--- src/common/accr_pkg.sv ---
package accr_pkg;

    ////////////////////////////////////////////////////////////////////////
    // bus widths
    localparam int ACCR_ADDR_W = 6;
    localparam int ACCR_DATA_W = 16;

    ////////////////////////////////////////////////////////////////////////
    // register offsets
    localparam logic [5:0] ACCR_CH1_OCAL_LOW_OFS  = 6'h10;
    localparam logic [5:0] ACCR_CH1_GAIN_HIGH_OFS = 6'h11;
    localparam logic [5:0] ACCR_CH1_GAIN_LOW_OFS  = 6'h12;
    localparam logic [5:0] ACCR_CH2_INPUT_CONFIG_OFS       = 6'h13;
    localparam logic [5:0] ACCR_CH2_OFS_HIGH_OFS  = 6'h14;
    localparam logic [5:0] ACCR_CH2_OFS_LOW_OFS   = 6'h15;
    localparam logic [5:0] ACCR_CH2_GAIN_HIGH_OFS = 6'h16;
    localparam logic [5:0] ACCR_CH2_GAIN_LOW_OFS  = 6'h17;

    ////////////////////////////////////////////////////////////////////////
    // reset values
    localparam logic [15:0] ACCR_GAIN_HIGH_RST = 16'h8000;
    localparam logic [15:0] ACCR_ZERO_RST      = 16'h0000;

    ////////////////////////////////////////////////////////////////////////
    // field positions
    localparam int ACCR_LOW_BYTE_LSB  = 8;
    localparam int ACCR_PHASE_LSB     = 6;
    localparam int ACCR_TEMP_SENSOR_SOURCE_SELECT_BIT    = 5;
    localparam int ACCR_TEMP_SENSOR_MEASURE_ENABLE_BIT     = 4;
    localparam int ACCR_TS_INV_BIT    = 2;
    localparam int ACCR_MUX_LSB       = 0;
    localparam logic [15:0] ACCR_CFG_WMASK = 16'hfff7;

    ////////////////////////////////////////////////////////////////////////
    // input selector codes
    typedef enum logic [1:0] {
        ACCR_IN_NORMAL  = 2'b00,
        ACCR_IN_SHORTED = 2'b01,
        ACCR_IN_DC_DIAG = 2'b10,
        ACCR_IN_AC_DIAG = 2'b11
    } accr_input_sel_type;

    // outputs toward the correction path of one channel
    typedef struct packed {
        logic signed [23:0] offset_word;
        logic        [23:0] gain_word;
    } accr_cal_type;

    typedef struct packed {
        logic signed [9:0]  ch2_phase_delay;
        accr_input_sel_type ch2_input_select;
        logic               temp_sensor_source_select;
        logic               temp_sensor_measure_enable;
        logic               temp_sensor_polarity_invert;
    } accr_ch2_input_config_type;

endpackage

--- src/logic/accr_cal_pair.sv ---
`timescale 1ns/1ns
`default_nettype none

// one high word plus one low byte forming a 24-bit calibration word
module accr_cal_pair
    import accr_pkg::*;
#(
    parameter logic [15:0] HIGH_RST = 16'h0000,
    parameter logic [5:0]  HIGH_OFS = 6'h00,
    parameter logic [5:0]  LOW_OFS  = 6'h01
) (
    // clock and reset
    input  wire logic        clk,
    input  wire logic        rst,
    // register write port
    input  wire logic [5:0]  addr,
    input  wire logic [15:0] wdata,
    input  wire logic        wr,
    // contents
    output logic      [15:0] high_word,
    output logic      [7:0]  low_byte,
    output logic      [23:0] cal_word
);

    ////////////////////////////////////////////////////////////////////////
    // high word, bits 23 to 8 of the word
    always_ff @(posedge clk) begin
        if (rst) begin
            high_word <= HIGH_RST;
        end else if (wr && addr == HIGH_OFS) begin
            high_word <= wdata;
        end
    end

    always_ff @(posedge clk) begin
        if (rst) begin
            low_byte <= ACCR_ZERO_RST[15:8];
        end else if (wr && addr == LOW_OFS) begin
            low_byte <= wdata[15:ACCR_LOW_BYTE_LSB];
        end
    end

    assign cal_word = {high_word, low_byte};

endmodule

`default_nettype wire

--- src/logic/accr_regs.sv ---
// Local design decision: the address-and-strobe port.
`timescale 1ns/1ns
`default_nettype none

////////////////////////////////////////////////////////////////////////////
module accr_regs
    import accr_pkg::*;
(
    // clock and reset
    input  wire logic             CLOCK_I,
    input  wire logic             RST_I,
    // register port
    input  wire logic [5:0]       ADDR_I,
    input  wire logic [15:0]      WDATA_I,
    input  wire logic             WR_I,
    input  wire logic             RD_I,
    output logic      [15:0]      RDATA_O,
    // calibration and configuration toward the datapath
    output accr_cal_type          CH1_CAL_O,
    output accr_cal_type          CH2_CAL_O,
    output accr_ch2_input_config_type      CH2_INPUT_CONFIG_O
);

    ////////////////////////////////////////////////////////////////////////
    logic [15:0] ch1_gain_high_word;
    logic [7:0]  ch1_gain_low_byte;
    logic [23:0] ch1_gain_word;
    logic [15:0] ch2_offset_high_word;
    logic [7:0]  ch2_offset_low_byte;
    logic [23:0] ch2_offset_word;
    logic [15:0] ch2_gain_high_word;
    logic [7:0]  ch2_gain_low_byte;
    logic [23:0] ch2_gain_word;
    logic [7:0]  ch1_offset_low_byte;
    logic [15:0] ch2_input_config;
    logic [15:0] next_rdata;

    ////////////////////////////////////////////////////////////////////////
    // gain resets to unity
    accr_cal_pair #(
        .HIGH_RST (ACCR_GAIN_HIGH_RST),
        .HIGH_OFS (ACCR_CH1_GAIN_HIGH_OFS),
        .LOW_OFS  (ACCR_CH1_GAIN_LOW_OFS)
    ) u_ch1_gain (
        .clk       (CLOCK_I),
        .rst       (RST_I),
        .addr      (ADDR_I),
        .wdata     (WDATA_I),
        .wr        (WR_I),
        .high_word (ch1_gain_high_word),
        .low_byte  (ch1_gain_low_byte),
        .cal_word  (ch1_gain_word)
    );

    accr_cal_pair #(
        .HIGH_RST (ACCR_ZERO_RST),
        .HIGH_OFS (ACCR_CH2_OFS_HIGH_OFS),
        .LOW_OFS  (ACCR_CH2_OFS_LOW_OFS)
    ) u_ch2_offset (
        .clk       (CLOCK_I),
        .rst       (RST_I),
        .addr      (ADDR_I),
        .wdata     (WDATA_I),
        .wr        (WR_I),
        .high_word (ch2_offset_high_word),
        .low_byte  (ch2_offset_low_byte),
        .cal_word  (ch2_offset_word)
    );

    accr_cal_pair #(
        .HIGH_RST (ACCR_GAIN_HIGH_RST),
        .HIGH_OFS (ACCR_CH2_GAIN_HIGH_OFS),
        .LOW_OFS  (ACCR_CH2_GAIN_LOW_OFS)
    ) u_ch2_gain (
        .clk       (CLOCK_I),
        .rst       (RST_I),
        .addr      (ADDR_I),
        .wdata     (WDATA_I),
        .wr        (WR_I),
        .high_word (ch2_gain_high_word),
        .low_byte  (ch2_gain_low_byte),
        .cal_word  (ch2_gain_word)
    );

    ////////////////////////////////////////////////////////////////////////
    // channel 1 offset low byte; its high word lives outside this bank
    // offset low byte
    always_ff @(posedge CLOCK_I) begin
        if (RST_I) begin
            ch1_offset_low_byte <= ACCR_ZERO_RST[15:8];
        end else if (WR_I && ADDR_I == ACCR_CH1_OCAL_LOW_OFS) begin
            ch1_offset_low_byte <= WDATA_I[15:ACCR_LOW_BYTE_LSB];
        end
    end

    ////////////////////////////////////////////////////////////////////////
    // config resets zero
    always_ff @(posedge CLOCK_I) begin
        if (RST_I) begin
            ch2_input_config <= ACCR_ZERO_RST;
        end else if (WR_I && ADDR_I == ACCR_CH2_INPUT_CONFIG_OFS) begin
            ch2_input_config <= WDATA_I & ACCR_CFG_WMASK;
        end
    end

    ////////////////////////////////////////////////////////////////////////
    // configuration fields toward the analog front end and phase logic
    always_comb begin
        CH2_INPUT_CONFIG_O.ch2_phase_delay =
            $signed(ch2_input_config[15:ACCR_PHASE_LSB]);
        CH2_INPUT_CONFIG_O.ch2_input_select =
            accr_input_sel_type'(ch2_input_config[ACCR_MUX_LSB +: 2]);
        CH2_INPUT_CONFIG_O.temp_sensor_source_select =
            ch2_input_config[ACCR_TEMP_SENSOR_SOURCE_SELECT_BIT];
        CH2_INPUT_CONFIG_O.temp_sensor_measure_enable =
            ch2_input_config[ACCR_TEMP_SENSOR_MEASURE_ENABLE_BIT];
        CH2_INPUT_CONFIG_O.temp_sensor_polarity_invert =
            ch2_input_config[ACCR_TS_INV_BIT];
    end

    ////////////////////////////////////////////////////////////////////////
    // correction words; the high offset word of channel 1 is not held here,
    // so its offset output carries only the low byte
    always_comb begin
        CH1_CAL_O.gain_word   = ch1_gain_word;
        CH2_CAL_O.gain_word   = ch2_gain_word;
        CH2_CAL_O.offset_word = $signed(ch2_offset_word);
        CH1_CAL_O.offset_word = $signed({16'h0000, ch1_offset_low_byte});
    end

    ////////////////////////////////////////////////////////////////////////
    // read decode; unmapped addresses read zero
    always_comb begin
        next_rdata = 16'h0000;
        case (ADDR_I)
            ACCR_CH1_OCAL_LOW_OFS:  next_rdata = {ch1_offset_low_byte, 8'h00};
            ACCR_CH1_GAIN_HIGH_OFS: next_rdata = ch1_gain_high_word;
            ACCR_CH1_GAIN_LOW_OFS:  next_rdata = {ch1_gain_low_byte, 8'h00};
            ACCR_CH2_INPUT_CONFIG_OFS:       next_rdata = ch2_input_config;
            ACCR_CH2_OFS_HIGH_OFS:  next_rdata = ch2_offset_high_word;
            ACCR_CH2_OFS_LOW_OFS:   next_rdata = {ch2_offset_low_byte, 8'h00};
            ACCR_CH2_GAIN_HIGH_OFS: next_rdata = ch2_gain_high_word;
            ACCR_CH2_GAIN_LOW_OFS:  next_rdata = {ch2_gain_low_byte, 8'h00};
            default:                next_rdata = 16'h0000;
        endcase
    end

    // data held only in the cycle after the read strobe
    always_ff @(posedge CLOCK_I) begin
        if (RST_I) begin
            RDATA_O <= 16'h0000;
        end else if (RD_I) begin
            RDATA_O <= next_rdata;
        end else begin
            RDATA_O <= 16'h0000;
        end
    end

endmodule

`default_nettype wire
--- config.mk ---
export PLATFORM = sky130hd
export DESIGN_NAME = accr_regs
export DESIGN_NICKNAME = d
export VERILOG_FILES = /design/src/common/accr_pkg.sv /design/src/logic/accr_cal_pair.sv /design/src/logic/accr_regs.sv
export SDC_FILE = /design/constraint.sdc
export NUM_CORES = 1
export LEC_CHECK = 0
export BUFFER_PORTS_ARGS = -buffer_cell sky130_fd_sc_hd__buf_4
export CORE_MARGIN = 4
export CORE_UTILIZATION = 51
export DETAILED_ROUTE_END_ITERATION = 8
export PLACE_DENSITY = 0.79
export SETUP_SLACK_MARGIN = 0.02
export SKIP_LAST_GASP = 1
export SLEW_MARGIN = 15
export SYNTH_ARGS = -nofsm -noshare
export SYNTH_HDL_FRONTEND = slang
export SYNTH_SLANG_ARGS = --single-unit
--- constraint.sdc ---
create_clock -name CLOCK_I -period 1.8 [get_ports CLOCK_I]
set_input_delay 0 -clock CLOCK_I [delete_from_list [all_inputs] [get_ports CLOCK_I]]
set_output_delay 0 -clock CLOCK_I [all_outputs]
set_load 0.01 [all_outputs]
# After elaboration in Yosys (flattened, before gate mapping)
# Cells that the tools add are included.
word_totals:
  register_bits: 111
op_classes:
  eq_ne: 8
  n_mux: 1
  bitwise_logic: 1
  reduce_logical: 9
op_table:
  columns: ["op", "n"]
  rows:
  - ["$pmux 16 s8", 1]
  - ["$eq 6x5->1 const B", 8]
  - ["$logic_and 1x1->1", 8]
  - ["$reduce_or 2->1", 1]
  - ["$not 1->1", 1]

# Longest topological paths before layout
depth:
  ltp_word: 2
  ltp_mapped: 7

# Modules after synthesis
# Synthesis repeated with hierarchy kept, for this count alone.
hier_totals:
  hier_cells: 574
  hier_area_um2: 5889.4
by_module_without_submodules:
  columns: ["module", "instances", "cells_per_inst", "area_per_inst_um2", "seq_area_each_um2"]
  rows:
  - ["accr_regs", 1, 197, 2144.6, 780.7]
  - ["accr_cal_pair (u_ch2_offset)", 1, 125, 1252.5, 480.5]
  - ["accr_cal_pair (u_ch2_gain)", 1, 126, 1247.4, 480.5]
  - ["accr_cal_pair (u_ch1_gain)", 1, 126, 1244.9, 480.5]

# Worst setup path after synthesis
# OpenSTA, ideal clock, no wires.
synth_timing:
  path_type: "input-to-reg"
  start: "in ADDR_I[0]"
  end: "reg RDATA_O[9]"
  setup_ns: 0.134
  arrival_ns: 1.160
  t_required_ns: 1.666
  slack_ns: 0.506
  path_stages: 5
  path_buffers: 2
  path_cell_list: "buf_2 buf_2 mux4_2 a22oi_1 a21oi_1"
synth_via:
  elab_chain_len: 2
  elab_cells_between_ends: 9
  cone_classes: "8 x eq/ne; 1 x mux"
synth_rtl:
  columns: ["element", "line", "text"]
  rows:
  - ["start: declaration", "accr_regs.sv:13", "input wire logic [5:0] ADDR_I,"]
  - ["$eq 6x5->1", "accr_regs.sv:135", "case (ADDR_I)"]
  - ["$pmux 16 s8 *", "accr_regs.sv:135", null]
  - ["end signal: assignment", "accr_regs.sv:153", "RDATA_O <= next_rdata;"]
  - ["end: declaration", "accr_regs.sv:17", "output logic [15:0] RDATA_O,"]
# Mark *: on every way between the ends. The rest lies on a longest branch, timed or not.
# A chain may end at the register's enable or synchronous reset.

# Final worst setup path
layout_timing:
  start: "in ADDR_I[3]"
  end: "reg u_ch2_gain.high_word[5]"
layout_via:
  elab_chain_len: 2
layout_rtl:
  columns: ["element", "line", "text"]
  rows:
  - ["$eq 6x5->1", "accr_cal_pair.sv:30", "end else if (wr && addr == HIGH_OFS) begin"]
  - ["$logic_and 1x1->1", "accr_cal_pair.sv:30", null]
  - ["end signal: assignment", "accr_cal_pair.sv:31", "high_word <= wdata;"]
  - ["end: declaration", "accr_cal_pair.sv:20", "output logic [15:0] high_word,"]
# No other way between the ends.

==> run_results.csv <==
group,metric,value,unit
status,outcome,"complete, no violations",
floorplanning,fp.dieW,105.6,µm
worst_setup_path,worstReg2RegStart,"ch1_offset_low_byte[3]$_SDFFE_PP0P_",
global_routing,grt_pass1_vias,4211,
synth,syn-instance-count,521,
worst_setup_path,start_kind,"primary input",
clock_tree,clock_latency,0.37,ns
power,ir_drop,0.3854,mV
clock_tree,ctsRootBufferMaster,"clkbuf_8",
clock_tree,cts_buffers,9,
clock_tree,post_cts_buffers,0,
sta,worst_slew_pin_slew,0.5112,ns
worst_setup_path,r2r_slack,0.51,ns
synth,yosys-top-cells-count,"125 x nand2_1, 111 x dfxtp_1, 49 x a21oi_1",
synth,synth_area_leaders,"dfxtp_1 46%, nand2_1 9.7%, mux2i_1 7.0%",
drt,drt_iter0_drc,231,
floorplanning,die_y,105.6,µm
worst_setup_path,worstSetupPathType,"in2reg",
synth,ys_seq_elements,111,
sta,hold_viol_final,0,
power,p_sw_frac,0.2521,
worst_setup_path,max_stage_delay,0.58,ns
global_routing,use_met1,0.3196,
run,cap_violations,0,
power,power_density,676.3,nW/µm²
placement,place_ws,0.2668,ns
power,intPower,0.003151,W
finish,register_area,2222,µm²
sta,max_freq,627.9,MHz
finish,drive_above_1_share,0.3494,
sta,finalSetupTns,0,ns
floorplanning,rows,35,
drt,dr.pass1.iters,6,
global_routing,grt_overflow,0,
min_path,hp-class,"in2reg",
finish,nNetsFinal,685,
power,power_frac_clock,0.343,
synth,yosysTopAreaCellShare,0.4577,
placement,portBuffers,136,
clock_tree,clkTransAtPathRegs,0.11,ns
drt,wl,13990,µm
floorplanning,io_pins,153,
worst_setup_path,critPathCapture,"u_ch2_gain.high_word[5]$_SDFFE_PP0P_",
synth,yosysSeqAreaShare,0.4577,
clock_tree,clk_path_buf_depth,2,
finish,fill_cells,731,
power,leakage,2.625,nW
global_routing,grt_max_degree,71,
drt,drc,0,
power,power_frac_seq,0.587,
sta,report.final.slew_viol_count,0,
synth,async_flop_share,0,
worst_setup_path,timing.rr.end,"RDATA_O[11]$_SDFF_PP0_",
synth,syn_avg_cell_area,9.318,µm²
placement,gp_congestion,0.8580,
global_routing,busiest_layer,"met2",
placement,hpwlAfterDp,9746,µm
finish,area_growth_syn_to_layout,28.32,%
worst_setup_path,crit_top_cell,"buf_4",
global_routing,grtUsageMet3,0.06001,
sta,slew_headroom,0.6577,
worst_setup_path,endpoint_kind,"register",
drt,detail-route-antenna-nets,0,
clock_tree,cts_htree_levels,3,
sta,fin_ws,0.2075,ns
global_routing,grt_use_met2,0.4076,
power,p_sw,0.001062,W
floorplanning,die_area,11140,µm²
global_routing,grtUsageTotal,0.2454,
sta,min_period_over_period,0.8847,
synth,yosys_warnings,0,
worst_setup_path,worstPathCellList,"buf_4 > nor4bb_4 > and3_1 > buf_4 > nand2_1 > a21oi_1 > dlygate4sd3_1",
synth,synth_most_common_cell,"nand2_1",
floorplanning,core-area,9240,µm²
floorplanning,start_util,0.5254,
finish,multi_input_area,2300,µm²
power,totalPowerFinal,0.004213,W
global_routing,grt_pass1_wl,21870,µm
worst_setup_path,worstPathArrival,1.91,ns
finish,insertedDiodeCount,0,
worst_setup_path,cp.required,2.12,ns
clock_tree,cts_tree,"done",
worst_setup_path,ff2ff_path_depth,3,
drt,wl_per_cell,17.64,µm
sta,rsz0062_at_grt,"false",
synth,synth_cell_types,40,
sta,min_period,1.593,ns
drt,viasPerCell,5.498,
sta,setup_violations,0,
synth,yosys_most_used_dff,"dfxtp_1",
synth,synth_area,4855,µm²
drt,route.vias.total,4360,
worst_setup_path,worstPathMaxFanout,16,
synth,yosysTopAreaCell,"dfxtp_1",
worst_setup_path,crit_start,"ADDR_I[3]",
global_routing,antenna_found_initial,0,
worst_setup_path,critPathSlowestCell,"dlygate4sd3_1",
clock_tree,clkSinkCount,111,
synth,synth-edff-count,0,
power,combPwrFrac,0.071,
sta,fin_skew,0.01484,ns
## registers in the layout, indices dropped and copies added, names as in the netlist
register / count
u_ch2_gain.high_word: 16
u_ch1_gain.low_byte: 8
ch1_offset_low_byte: 8
ch2_input_config: 15
u_ch1_gain.high_word: 16
u_ch2_offset.low_byte: 8
u_ch2_gain.low_byte: 8
u_ch2_offset.high_word: 16
RDATA_O: 16
## power groups by stage
stage | clock [W] | sequential [W] | combinational (W)
2_1_floorplan | 0 | 0.00253 | 0.000181
3_3_place_gp | 0 | 0.00253 | 0.000258
3_5_place_dp | 0 | 0.00253 | 0.000262
4_1_cts | 0.00147 | 0.00247 | 0.000293
5_1_grt | 0.00156 | 0.00247 | 0.000318
6_report | 0.00144 | 0.00247 | 0.000298
## cell usage in the layout, fill, tap and decap left out, drive strengths merged
| master | count |
|---|---|
| mux2i | 34 |
| and3 | 5 |
| nand4 | 2 |
| and3b | 1 |
| nand3b | 2 |
| dlygate4sd3 | 18 |
| a22oi | 16 |
| nor2b | 2 |
| dfxtp | 111 |
| mux2 | 15 |
| a222oi | 7 |
| nand2 | 125 |
| buf | 155 |
| a32o | 2 |
| or3b | 1 |
| conb | 16 |
| o2bb2ai | 2 |
| nor4bb | 1 |
| o21ai | 1 |
| nor3b | 2 |
| and4 | 1 |
| a21oi | 70 |
| inv | 3 |
| nor2 | 41 |
| and2 | 3 |
| clkinvlp | 1 |
| nand3 | 5 |
| clkinv | 2 |
| nor3 | 2 |
| nor4b | 1 |
| and4bb | 1 |
| mux4 | 6 |
| clkbuf | 10 |
## layout make-up
cell class                 instances  area share
clock buffer                      10     0.02209
tap                              129     0.02591
clock inverter                     6    0.008435
multi-input combinational        364      0.3692
timing repair buffer             173      0.2177
sequential                       111      0.3567
## how the worst min path moves through the flow
stage               start  slack (ns)  cells after the start                                     end
3_3_place_gp   WDATA_I[3]        0.27                      3  u_ch2_offset.high_word[3]$_SDFFE_PP0P_
6_report             RD_I        0.08                      3                  RDATA_O[15]$_SDFF_PP0_
5_1_grt              RD_I        0.08                      3                  RDATA_O[15]$_SDFF_PP0_
2_1_floorplan  WDATA_I[3]        0.14                      2    u_ch1_gain.high_word[3]$_SDFFE_PP0P_
3_5_place_dp   WDATA_I[3]        0.28                      3  u_ch2_offset.high_word[3]$_SDFFE_PP0P_
4_1_cts              RD_I        0.06                      3                  RDATA_O[15]$_SDFF_PP0_
## timing repair
item	4_1_cts	5_1_grt
endpoints found under the hold margin	95	0
endpoints found under the setup margin	0	1
hold buffers	18	0
gates resized for setup	0	1
## worst max-delay path: cells and delay by family
family | cells | cell delay [ns]
buffers and inverters | 3 | 0.95
AND/OR/NAND/NOR | 3 | 0.81
AO/OA/AOI/OAI | 1 | 0.15
## metrics by stage
step	cells	utilization	hold slack (ns)	instance area (µm²)
after global routing	793	0.6742	0.08386	6230
after floorplan	536	-	0.1360	4911
final	793	0.6742	0.08147	6230
after global placement	759	0.6339	0.2745	5857
after CTS	793	0.6739	0.05932	6227
after detailed placement	759	0.6339	0.2792	5857
## per-layer routing
layer / wire length, µm / vias to the layer above / part of all wire
li1: - / 2019 / -
met1: 5628 / 2100 / 0.40
met2: 6802 / 220 / 0.49
met3: 1324 / 21 / 0.095
met4: 231 / 0 / 0.017
met5: 0 / - / 0
## cell families (layout without fill, tap and decap cells)
logic type      count (synthesis)  after routing  synth area share
compound gates                 98             98            0.1446
buf+inv                        61            189           0.08067
flops                         111            111            0.4577
mux                            55             55            0.1327
other cells                     1             16         0.0007725
simple gates                  195            195            0.1835
No activity file was read; power rests on OpenSTA's default activity.
